===== src/rtl/l2cst_pkg.sv =====
/*
 Package for the second-level cache pin controller: register indices, field
 positions, reset values, counts, state and operation codes, pin bundles.
 Assumes a single clock domain (pclk) and an APB register port.
*/
package l2cst_pkg;

	localparam int APB_AW = 12;
	localparam logic [9:0] CEC_IDX = 10'h053;
	localparam logic [9:0] SDC_IDX = 10'h054;
	localparam logic [9:0] STAT_IDX = 10'h055;
	localparam int CEC_DCACHE_BIT = 5;
	localparam int SDC_64M_BIT = 1;
	localparam logic [7:0] CEC_RST = 8'h00;
	localparam logic [7:0] SDC_RST = 8'h00;

	localparam logic [1:0] LAST_BEAT = 2'h3;
	localparam logic [1:0] TAG_WAIT_LAST = 2'h2;
	localparam logic [1:0] STRAP_WAIT_LAST = 2'h3;
	localparam logic [1:0] RF_IGNORE_LAST = 2'h2;

	localparam logic [1:0] RF_IDLE = 2'h0;
	localparam logic [1:0] RF_DRIVE = 2'h1;
	localparam logic [1:0] RF_WAIT = 2'h2;

	typedef enum logic [2:0] {
		ST_IDLE = 3'h0,
		ST_STROBE = 3'h1,
		ST_TAG = 3'h3,
		ST_BURST = 3'h2,
		ST_TAGWR = 3'h6,
		ST_DONE = 3'h7,
		ST_PDOWN = 3'h4
	} l2cst_state_e;

	typedef enum logic [2:0] {
		OP_READ = 3'h0,
		OP_WR_FULL = 3'h1,
		OP_WR_PART = 3'h2,
		OP_FILL = 3'h3,
		OP_INVAL = 3'h4,
		OP_PDOWN = 3'h5
	} l2cst_op_e;

	typedef struct packed {
		logic burst_advance_n;
		logic cache_addr_strobe_n;
		logic cache_select_n;
		logic cache_out_en_n;
		logic global_wr_en_n;
		logic byte_wr_en_n;
		logic tag_wr_en_n;
		logic tag_oe;
		logic [7:0] tag_out;
	} l2cst_pins_s;

	typedef struct packed {
		logic valid;
		l2cst_op_e op;
		logic [7:0] tag;
		logic [7:0] new_tag;
	} l2cst_req_s;

	localparam l2cst_pins_s PINS_IDLE = '{
		burst_advance_n: 1'b1,
		cache_addr_strobe_n: 1'b1,
		cache_select_n: 1'b1,
		cache_out_en_n: 1'b1,
		global_wr_en_n: 1'b1,
		byte_wr_en_n: 1'b1,
		tag_wr_en_n: 1'b1,
		tag_oe: 1'b0,
		tag_out: 8'h00
	};

endpackage


===== src/rtl/l2cst_sync.sv =====
/*
 Two-flop synchroniser for pin inputs.
 Assumes the destination clock is pclk; the first stage feeds only the second.
*/
`timescale 1ns/1ps
module l2cst_sync import l2cst_pkg::*; #(
	parameter int W = 1
) (
	// Clock and reset
	input wire logic pclk,
	input wire logic presetn,
	// Data
	input wire logic [W-1:0] d,
	output logic [W-1:0] q
);
	typedef struct packed {
		logic [W-1:0] s1;
		logic [W-1:0] s2;
	} l2cst_sync_s;

	l2cst_sync_s s_r;
	l2cst_sync_s s_nxt;

	always_comb begin
		s_nxt.s1 = d;
		s_nxt.s2 = s_r.s1;
	end

	always_ff @(posedge pclk or negedge presetn) begin
		if (!presetn) begin
			s_r <= '0;
		end else begin
			s_r <= s_nxt;
		end
	end

	assign q = s_r.s2;
endmodule


===== src/rtl/l2cst_tagcmp.sv =====
/*
 Registered comparator of the tag read back from the tag bus against the
 upper address bits of the pending access.
 Assumes both inputs are already in the pclk domain.
*/
`timescale 1ns/1ps
module l2cst_tagcmp import l2cst_pkg::*; #(
	parameter int W = 8
) (
	// Clock and reset
	input wire logic pclk,
	input wire logic presetn,
	// Compare
	input wire logic [W-1:0] tag_seen,
	input wire logic [W-1:0] tag_want,
	output logic hit
);
	typedef struct packed {
		logic hit;
	} l2cst_cmp_s;

	l2cst_cmp_s s_r;
	l2cst_cmp_s s_nxt;

	always_comb begin
		s_nxt.hit = (tag_seen == tag_want);
	end

	always_ff @(posedge pclk or negedge presetn) begin
		if (!presetn) begin
			s_r <= '0;
		end else begin
			s_r <= s_nxt;
		end
	end

	assign hit = s_r.hit;
endmodule


===== src/rtl/l2cst_ctrl.sv =====
/*
 Second-level cache pin controller: burst SRAM strobes, tag bus and tag write,
 shared refresh-handshake / fifth-row-select pin with reset strap, APB registers.
 Assumes host-side logic presents one request at a time on the pclk domain and
 that the tag bus and shared pin are resolved outside from the enables.
*/
`timescale 1ns/1ps
module l2cst_ctrl import l2cst_pkg::*; (
	// Clock and reset
	input wire logic pclk,
	input wire logic presetn,
	// APB slave
	input wire logic [APB_AW-1:0] paddr,
	input wire logic psel,
	input wire logic penable,
	input wire logic pwrite,
	input wire logic [31:0] pwdata,
	output logic [31:0] prdata,
	output logic pready,
	output logic pslverr,
	// Cache access request
	input wire l2cst_req_s req,
	output logic req_ready,
	output logic done,
	output logic hit,
	// Cache pins
	output l2cst_pins_s cache_pins,
	input wire logic [7:0] tag_bus_in,
	// Shared pin
	input wire logic shared_in,
	output logic shared_out,
	output logic shared_oe,
	// Memory controller side
	input wire logic row5_select_n,
	input wire logic refresh_req,
	output logic refresh_ack,
	output logic dcache_present,
	output logic fifth_mode
);
	typedef struct packed {
		l2cst_state_e st;
		l2cst_op_e op;
		logic [7:0] tag;
		logic [7:0] new_tag;
		logic [1:0] cnt;
		logic hit;
		logic done;
		logic [7:0] cec;
		logic [7:0] sdc;
		logic strap_done;
		logic [1:0] strap_cnt;
		logic [1:0] rf_phase;
		logic [1:0] rf_cnt;
		logic rf_ack;
		logic sh_out;
		logic sh_oe;
		l2cst_pins_s pins;
		logic [31:0] prdata;
	} l2cst_ctl_s;

	localparam l2cst_ctl_s CTL_RST = '{
		st: ST_IDLE, op: OP_READ, tag: 8'h00, new_tag: 8'h00, cnt: 2'h0,
		hit: 1'b0, done: 1'b0, cec: CEC_RST, sdc: SDC_RST, strap_done: 1'b0,
		strap_cnt: 2'h0, rf_phase: RF_IDLE, rf_cnt: 2'h0, rf_ack: 1'b0,
		sh_out: 1'b0, sh_oe: 1'b0, pins: PINS_IDLE, prdata: 32'h0
	};

	l2cst_ctl_s s_r;
	l2cst_ctl_s s_nxt;
	logic [7:0] tag_sync;
	logic sh_sync;
	logic cmp_hit;
	logic [9:0] idx;
	logic mapped;
	logic fifth_now;

	l2cst_sync #(.W(8)) u_tag_sync (
		.pclk(pclk),
		.presetn(presetn),
		.d(tag_bus_in),
		.q(tag_sync)
	);

	l2cst_sync #(.W(1)) u_sh_sync (
		.pclk(pclk),
		.presetn(presetn),
		.d(shared_in),
		.q(sh_sync)
	);

	l2cst_tagcmp #(.W(8)) u_cmp (
		.pclk(pclk),
		.presetn(presetn),
		.tag_seen(tag_sync),
		.tag_want(s_r.tag),
		.hit(cmp_hit)
	);

	assign idx = paddr[11:2];
	assign mapped = (idx == CEC_IDX) || (idx == SDC_IDX) || (idx == STAT_IDX);
	assign fifth_now = s_r.sdc[SDC_64M_BIT] && !s_r.cec[CEC_DCACHE_BIT];

	function automatic l2cst_pins_s pins_for(input l2cst_state_e st, input l2cst_op_e op,
			input logic [1:0] beat, input logic [7:0] nt);
		l2cst_pins_s p;
		p = PINS_IDLE;
		case (st)
			ST_STROBE: begin
				p.cache_addr_strobe_n = 1'b0;
				p.cache_select_n = 1'b0;
			end
			ST_PDOWN: begin
				p.cache_addr_strobe_n = 1'b0;
			end
			ST_BURST: begin
				p.burst_advance_n = (beat == 2'h0);
				case (op)
					OP_READ: p.cache_out_en_n = 1'b0;
					OP_WR_PART: p.byte_wr_en_n = 1'b0;
					default: p.global_wr_en_n = 1'b0;
				endcase
			end
			ST_TAGWR: begin
				p.tag_wr_en_n = 1'b0;
			end
			default: begin
			end
		endcase
		// tag bus out on fill and invalidate
		if ((st == ST_TAGWR) || ((op == OP_FILL) && ((st == ST_STROBE) || (st == ST_BURST)))) begin
			p.tag_oe = 1'b1;
			p.tag_out = nt;
		end
		return p;
	endfunction

	assign req_ready = (s_r.st == ST_IDLE) && s_r.strap_done;

	always_comb begin
		s_nxt = s_r;
		s_nxt.rf_ack = 1'b0;
		case (s_r.st)
			ST_IDLE: begin
				if (req.valid && req_ready) begin
					s_nxt.op = req.op;
					s_nxt.tag = req.tag;
					s_nxt.new_tag = req.new_tag;
					s_nxt.cnt = 2'h0;
					s_nxt.hit = 1'b0;
					case (req.op)
						OP_INVAL: s_nxt.st = ST_TAGWR;
						OP_PDOWN: s_nxt.st = ST_PDOWN;
						default: s_nxt.st = ST_STROBE;
					endcase
				end
			end
			ST_STROBE: begin
				s_nxt.cnt = 2'h0;
				s_nxt.st = (s_r.op == OP_FILL) ? ST_BURST : ST_TAG;
			end
			ST_TAG: begin
				// no data strobes on a miss
				if (s_r.cnt == TAG_WAIT_LAST) begin
					s_nxt.cnt = 2'h0;
					s_nxt.hit = cmp_hit;
					s_nxt.st = cmp_hit ? ST_BURST : ST_DONE;
				end else begin
					s_nxt.cnt = s_r.cnt + 2'h1;
				end
			end
			ST_BURST: begin
				if (s_r.cnt == LAST_BEAT) begin
					s_nxt.st = (s_r.op == OP_FILL) ? ST_TAGWR : ST_DONE;
				end else begin
					s_nxt.cnt = s_r.cnt + 2'h1;
				end
			end
			ST_TAGWR: s_nxt.st = ST_DONE;
			ST_PDOWN: s_nxt.st = ST_DONE;
			ST_DONE: s_nxt.st = ST_IDLE;
			default: s_nxt.st = ST_IDLE;
		endcase
		s_nxt.done = (s_nxt.st == ST_DONE);
		// Pins follow the next state so they leave a flop in step with it
		// select stays high outside our own strobe
		s_nxt.pins = pins_for(s_nxt.st, s_nxt.op, s_nxt.cnt, s_nxt.new_tag);

		if (psel && penable && pwrite && (idx == CEC_IDX)) begin
			s_nxt.cec = pwdata[7:0];
		end
		if (psel && penable && pwrite && (idx == SDC_IDX)) begin
			s_nxt.sdc = pwdata[7:0];
		end
		if (psel && !penable && !pwrite) begin
			case (idx)
				CEC_IDX: s_nxt.prdata = {24'h0, s_r.cec};
				SDC_IDX: s_nxt.prdata = {24'h0, s_r.sdc};
				STAT_IDX: s_nxt.prdata = {29'h0, s_r.hit, !req_ready, fifth_now};
				default: s_nxt.prdata = 32'h0;
			endcase
		end

		// strap caught after release, wins over a register write
		if (!s_r.strap_done) begin
			if (s_r.strap_cnt == STRAP_WAIT_LAST) begin
				s_nxt.cec[CEC_DCACHE_BIT] = sh_sync;
				s_nxt.strap_done = 1'b1;
			end else begin
				s_nxt.strap_cnt = s_r.strap_cnt + 2'h1;
			end
		end

		// Pin stays released until the strap is known, keeping the pull-down readable
		if (!s_r.strap_done) begin
			s_nxt.sh_oe = 1'b0;
			s_nxt.sh_out = 1'b0;
		end else if (fifth_now) begin
			s_nxt.sh_oe = 1'b1;
			s_nxt.sh_out = row5_select_n;
			s_nxt.rf_phase = RF_IDLE;
		end else begin
			// handshake whenever fifth select is off
			s_nxt.sh_out = 1'b1;
			s_nxt.sh_oe = 1'b0;
			case (s_r.rf_phase)
				RF_IDLE: begin
					if (refresh_req) begin
						s_nxt.sh_oe = 1'b1;
						s_nxt.rf_phase = RF_DRIVE;
					end
				end
				RF_DRIVE: begin
					s_nxt.rf_cnt = 2'h0;
					s_nxt.rf_phase = RF_WAIT;
				end
				RF_WAIT: begin
					// Our own drive is still in the synchroniser for two cycles
					if (s_r.rf_cnt != RF_IGNORE_LAST) begin
						s_nxt.rf_cnt = s_r.rf_cnt + 2'h1;
					end else if (sh_sync) begin
						s_nxt.rf_ack = 1'b1;
						s_nxt.rf_phase = RF_IDLE;
					end
				end
				default: s_nxt.rf_phase = RF_IDLE;
			endcase
		end
	end

	always_ff @(posedge pclk or negedge presetn) begin
		if (!presetn) begin
			s_r <= CTL_RST;
		end else begin
			s_r <= s_nxt;
		end
	end

	assign prdata = s_r.prdata;
	assign pready = 1'b1;
	assign pslverr = psel && penable && !mapped;
	assign done = s_r.done;
	assign hit = s_r.hit;
	assign cache_pins = s_r.pins;
	assign shared_out = s_r.sh_out;
	assign shared_oe = s_r.sh_oe;
	assign refresh_ack = s_r.rf_ack;
	assign dcache_present = s_r.cec[CEC_DCACHE_BIT];
	assign fifth_mode = fifth_now;

	a_adv_after_beat: assert property (@(posedge pclk) disable iff (!presetn)
		!cache_pins.burst_advance_n |-> $past(s_r.st) == ST_BURST && s_r.st == ST_BURST)
		else $error("advance outside a burst");

	a_strobe_single: assert property (@(posedge pclk) disable iff (!presetn)
		!cache_pins.cache_addr_strobe_n |=> cache_pins.cache_addr_strobe_n)
		else $error("address strobe longer than one cycle");

	a_access_select: assert property (@(posedge pclk) disable iff (!presetn)
		(!cache_pins.cache_addr_strobe_n && !cache_pins.cache_select_n) |-> s_r.op != OP_PDOWN
		##1 (s_r.st == ST_TAG || s_r.st == ST_BURST))
		else $error("select strobe not followed by access");

	a_pdown_strobe: assert property (@(posedge pclk) disable iff (!presetn)
		(!cache_pins.cache_addr_strobe_n && cache_pins.cache_select_n) |-> s_r.op == OP_PDOWN
		##1 done)
		else $error("power-down strobe on wrong operation");

	a_oe_read_only: assert property (@(posedge pclk) disable iff (!presetn)
		!cache_pins.cache_out_en_n |-> s_r.op == OP_READ && !cache_pins.tag_oe && s_r.hit)
		else $error("output enable outside a read hit");

	a_gwe_full: assert property (@(posedge pclk) disable iff (!presetn)
		!cache_pins.global_wr_en_n |-> cache_pins.byte_wr_en_n &&
		(s_r.op == OP_WR_FULL || s_r.op == OP_FILL))
		else $error("global write on wrong operation");

	a_bwe_part: assert property (@(posedge pclk) disable iff (!presetn)
		!cache_pins.byte_wr_en_n |-> cache_pins.global_wr_en_n && s_r.op == OP_WR_PART)
		else $error("byte write without global high");

	a_tag_dir: assert property (@(posedge pclk) disable iff (!presetn)
		cache_pins.tag_oe |-> (s_r.op == OP_FILL || s_r.op == OP_INVAL))
		else $error("tag bus driven on a processor access");

	a_twe_data: assert property (@(posedge pclk) disable iff (!presetn)
		!cache_pins.tag_wr_en_n |-> cache_pins.tag_oe && cache_pins.tag_out == s_r.new_tag
		##1 done)
		else $error("tag write without new tag on bus");

	a_fifth_drive: assert property (@(posedge pclk) disable iff (!presetn)
		(s_r.strap_done && fifth_now && $stable(fifth_now)) |=>
		shared_oe && shared_out == $past(row5_select_n))
		else $error("fifth select not driven");

	a_strap_catch: assert property (@(posedge pclk) disable iff (!presetn)
		$rose(s_r.strap_done) |-> s_r.cec[CEC_DCACHE_BIT] == $past(sh_sync))
		else $error("strap level not captured");

	a_miss_nodata: assert property (@(posedge pclk) disable iff (!presetn)
		(s_r.st == ST_TAG && s_r.cnt == TAG_WAIT_LAST && !cmp_hit) |=>
		cache_pins.cache_out_en_n && cache_pins.global_wr_en_n && cache_pins.byte_wr_en_n)
		else $error("data strobe after tag miss");
endmodule


===== config.mk =====
export PLATFORM = sky130hd
export DESIGN_NAME = l2cst_ctrl
export DESIGN_NICKNAME = d
export VERILOG_FILES = /design/src/rtl/l2cst_pkg.sv /design/src/rtl/l2cst_sync.sv /design/src/rtl/l2cst_tagcmp.sv /design/src/rtl/l2cst_ctrl.sv
export SDC_FILE = /design/constraint.sdc
export NUM_CORES = 1
export LEC_CHECK = 0
export BUFFER_PORTS_ARGS = -buffer_cell sky130_fd_sc_hd__buf_4
export CAP_MARGIN = 20
export CORE_MARGIN = 2
export CORE_UTILIZATION = 46
export CTS_CLUSTER_DIAMETER = 60
export DETAILED_ROUTE_END_ITERATION = 10
export PLACE_DENSITY = 0.76
export SLEW_MARGIN = 20
export SYNTH_ARGS = -nofsm -noshare
export SYNTH_HDL_FRONTEND = slang
export SYNTH_SLANG_ARGS = --single-unit

===== constraint.sdc =====
create_clock -name pclk -period 1.9 [get_ports pclk]
set_clock_uncertainty 0.1 [all_clocks]
set_input_delay 0.095 -clock pclk [delete_from_list [all_inputs] [get_ports pclk]]
set_output_delay 0.095 -clock pclk [all_outputs]
set_load 0.05 [all_outputs]

* After elaboration in Yosys (flattened, before gate mapping)
Cells that the tools add are included.
Cells by class: multipliers 0, multiplexer cells 46, $lt $le $gt $ge 0, $add $sub $neg 3, bitwise logic cells 3, divide/modulo/power cells 0, shifts and indexed selects 0, reductions and logical operators 34, equality and inequality tests 31
Operator list (count):
- equality test 10 x 7 -> 1 bit, second input constant | 3
- two-way mux 25 bit | 1
- one-hot mux 8 bit (3 select lines) | 1
- equality test 3 bit, second input constant | 7
- two-way mux 1 bit | 20
- two-way mux 2 bit | 10
- two-way mux 19 bit | 1
- equality test 3 x 2 -> 1 bit, second input constant | 6
- two-way mux 3 bit | 5
- one-hot mux 3 bit (5 select lines) | 1
- logical AND 1 bit | 11
- two-way mux 9 bit | 1
- equality test 2 bit, second input constant | 4
- equality test 8 bit | 1
- one-hot mux 2 bit (4 select lines) | 1
- AND reduction 4 bit | 2
- adder 2 x 1 -> 2 bit, second input constant | 3
- equality test 3 x 1 -> 1 bit, second input constant | 2
- logical NOT 3 bit | 2
- two-way mux 6 bit | 1
- inequality test 2 bit, second input constant | 3
- inequality test 3 bit, second input constant | 2
- one-hot mux 2 bit (3 select lines) | 1
- one-hot mux 3 bit (2 select lines) | 1
- 13 further kinds | 27
Word-level totals: memories kept 0, bits in latches 0, bits of input ports 80, output and inout port bits 58, register bits 119, logic and storage cells 149, bits in writable memories 0, bits in read-only memories 0

* Logic depth before layout (Yosys ltp)
depth in word-level cells 10, mapped depth 7, mapped depth without buffers 7

* Hierarchy
A second synthesis with hierarchy kept.
Second synthesis, totals: cell total of the unflattened synthesis 393, area total of the unflattened synthesis 4331.7 µm²
Modules (own cells, without submodules):
- l2cst_ctrl | area each 3769.9 µm², instances 1, cells each 363, seq. area each 1910.6 µm²
- l2cst_sync (u_tag_sync) | area each 400.4 µm², instances 1, cells each 16, seq. area each 400.4 µm²
- l2cst_tagcmp | area each 111.4 µm², instances 1, cells each 12, seq. area each 25.0 µm²
- l2cst_sync (u_sh_sync) | area each 50.0 µm², instances 1, cells each 2, seq. area each 50.0 µm²

* Least setup slack after synthesis
OpenSTA, ideal clock, no wires.
kind register -> register, from reg s_r[98] in the netlist's numbering, to reg s_r[94] in the netlist's numbering, stages on the path, launching flop included 7, library setup time 0.128 ns, period minus slack after synthesis 2.291 ns, slack -0.391 ns, data arrival time 2.063 ns, path buffers 3, data required time 1.672 ns, path through dfrtp_1 -> buf_6 -> nor4b_4 -> nand2_2 -> buf_6 -> buf_2 -> mux2_1
RTL lines:
- start: declaration | RTL line l2cst_ctrl.sv:68 | l2cst_ctl_s s_r;
- start signal: assignment | RTL line l2cst_ctrl.sv:254 | s_r <= s_nxt;

==> reports/qor.txt <==
clock share of power - 0.207
root buf cell - clkbuf_8
number of global-route vias before repair - 3140
CP cell instances - nor4b_4 > buf_4 > and2_2 > a31oi_1 > nor3_2 > buf_4 > nor3_1
sort of element at the start of the critical path - flip-flop
Total Power Consumption - 0.00658 W
Final Cell Area - 5520 um^2
H-Tree Depth - 3
final WL - 8740 um
buffer depth of the longest clock path - 2
Most common cell on crit path - buf_4
share of the synthesized area in the top cell type - 0.514
crit-path max cell delay - 0.42 ns
depth of the worst register-to-register path - 7
nets - 587
Seq/Total Area, Yosys - 0.557
peak ir drop on the vdd network - 0.000836 V
ys flop type - dfrtp_1
max-cap viol count - 0
combined area of all synthesized cells - 4280 um^2
placed wire-length estimate after detailed placement - 6060 um
status - finished, final reports clean
core outline area - 9150 um^2
Clk pin slew, worst setup/hold paths - 0.10 ns
count of cell types in the netlist - 48
worst path required time - 2.05 ns
area growth from synthesis to final layout - 28.9%
Critical Path AT - 1.94 ns
Critical R2R Launch - s_r[99]
count of flip-flops with a built-in enable after synthesis - 0
drt first pass iters - 4
overall die area - 10100 um^2
top fanout value on the critical path - 9
Hold Path Class - in2reg
leakage dissipation - 2.75 nW
Buffers on Ports - 86
post-detailed-route via-to-cell ratio - 4.91
total CTS buffers - 9
DRC - 0
filler cell count - 762
synth warn - 0
Worst path slowest cell - dfrtp_1
total clock sinks - 95
combinational share of power - 0.380
sequential share of power - 0.413
cells after synthesis - 380
unrepaired setup endpoints after global routing - false
WHS Path Cells - 4
switching share of total power - 0.383
power density over the cells - 1190 nW/um^2
Endpoint, Worst Hold - prdata[1]
number of ports placed on the die boundary - 138
final-report max-slew violation count - 0
synthesis-stage register bit count - 95
ratio of cells with drive above 1 in the final layout - 0.323
Placer Congestion - 0.835
antenna fix cells - 0
syn_area_per_cell - 11.3 um^2
overall overflow remaining after global route - 0
standard-cell row count - 35
later-pin clock latency in the skew report - 0.36 ns
fin util - 0.603
TritonCTS clock tree - yes
total instance count after detailed placement - 560
final standard cell count with taps included and fillers excluded - 618
Detail Route Antenna Nets - 0
Area contributors post-synth - dfrtp_1 51%, buf_4 8.6%, mux2_2 5.0%, dfstp_2 4.3%, nand2_1 3.6%
library cell occupying the most area in the post-synthesis netlist - dfrtp_1
setup slack of the worst register-to-register path - 0.11 ns
pin count of the biggest net entering global routing - 35
most instantiated cells after synthesis - 88 x dfrtp_1, 49 x buf_4, 41 x nand2_1, 19 x mux2_2, 17 x inv_1
post-route fraction of the period consumed by the critical path - 0.944
FF-to-FF End - cache_pins[2]
Peak Freq - 558 MHz
routed vias - 3032
sw power - 0.00252 W
hold slack final - 0.0905 ns
share of synthesized flip-flops with an asynchronous set or reset - 1.00
initial standard-cell utilization of the core - 0.468
Die Span X - 101 um
startpoint of the most critical hold path - paddr[2]
most frequently used cell type in the post-synthesis netlist - dfrtp_1
die boundary height - 101 um
final setup violating endpoints - 0
number of antenna violations at the first check in global routing - 0
mean routed wirelength per cell - 14.1 um
final worst path period need - 1.79 ns
First DRT Iteration DRCs - 92
internal power component - 0.00406 W
first-pass GRT wire length - 14700 um
total cell area at the placement stage - 4900 um^2
CP Class - reg2reg
number of hold violations in the final report - 0
overall global routing resource usage - 0.184
kind of capture point of the worst setup path - flip-flop
-- worst max-delay path: cells and delay by family, from the launching register on --
| family | cells | cell delay (ns) |
|---|---|---|
| buffers and inverters | 2 | 0.38 |
| AO/OA/AOI/OAI | 1 | 0.11 |
| flip-flops | 1 | 0.42 |
| AND/OR/NAND/NOR | 4 | 0.68 |
-- area by class of cell --
cell class              count  area (um^2)  share of cell area
inverters                  17         63.8              0.0116
clock inverters             7         80.1              0.0145
well taps                 111          139              0.0251
clock buffers               9          124              0.0224
repair buffers            148         1220               0.222
multi-input cells         231         1500               0.272
flip-flops and latches     95         2390               0.432
-- kinds of logic after synthesis --
kind of cell,synth area share
AO/OA/AOI/OAI,0.0716
other,0.00175
AND/OR/NAND/NOR,0.143
XOR/XNOR,0.0184
buffers and inverters,0.115
multiplexers,0.0783
adder cells (fa/ha/maj),0.0146
flip-flops,0.557
-- routing by layer --
metal	part of all wire	global-route usage
met5	0	0
met4	0.010	0.0411
met3	0.055	0.0603
met2	0.50	0.313
met1	0.43	0.230
-- power groups by stage --
stage | logic (W) | registers, W | clock network [W]
detailed placement | 0.00242 | 0.00275 | 0
floorplan | 0.00183 | 0.00274 | 0
global route | 0.00278 | 0.00277 | 0.00149
finish | 0.00250 | 0.00272 | 0.00136
CTS | 0.00251 | 0.00271 | 0.00140
global placement | 0.00234 | 0.00273 | 0
-- state kept, by name (all words and copies together), names as in the netlist, 8 cells and up --
| signal | count |
|---|---|
| u_tag_sync.s_nxt | 8 |
| s_r | 46 |
| prdata | 8 |
| u_tag_sync.q | 8 |
| cache_pins | 16 |
-- timing repair --
action	in CTS	in global routing
setup endpoints to repair	9	9
hold buffers	40	0
gates resized for setup	0	3
pin swaps	1	0
endpoints found under the hold margin	134	0
buffers inserted	2	0
-- stage by stage --
step	setup WS, ns	setup TNS, ns
3_5_place_dp	-0.0886	-0.694
2_1_floorplan	-0.377	-7.73
4_1_cts	0.0531	0
5_1_grt	0.00269	0
3_3_place_gp	0.0508	0
6_report	0.107	0
-- cells in the final DEF (no fill, tap or decap), types with 2 or more instances in the layout --
cell type      instances
a211oi_1               2
dfrtp_2                2
clkinv_4               2
nand4_1                6
xnor2_1                8
mux2_2                19
nand2b_1               8
nand3b_1               5
dfrtp_1               86
a21o_1                 2
dlygate4sd3_1         40
conb_1                25
nor2_1                14
ha_1                   5
a21oi_1               10
buf_4                107
nor3_1                15
o21ai_0               11
nand2_2                2
clkbuf_8               9
a22o_1                12
nor2b_1                3
nand2_1               41
nand3_1                3
a31oi_1                2
inv_1                 17
mux2i_1               11
dfstp_2                7
or3_1                  3
-- worst max path at each step --
stage                  from             to  slack [ns]  cells past startpoint
floorplan           s_r[98]        s_r[94]       -0.38                      6
global placement    s_r[97]  cache_pins[3]        0.05                      6
detailed placement  s_r[97]  cache_pins[2]       -0.09                      6
CTS                 s_r[99]  cache_pins[2]        0.05                      7
global route        s_r[99]  cache_pins[0]       0.003                      7
finish              s_r[99]  cache_pins[2]        0.11                      7
Power figures use the tool's default switching activity.
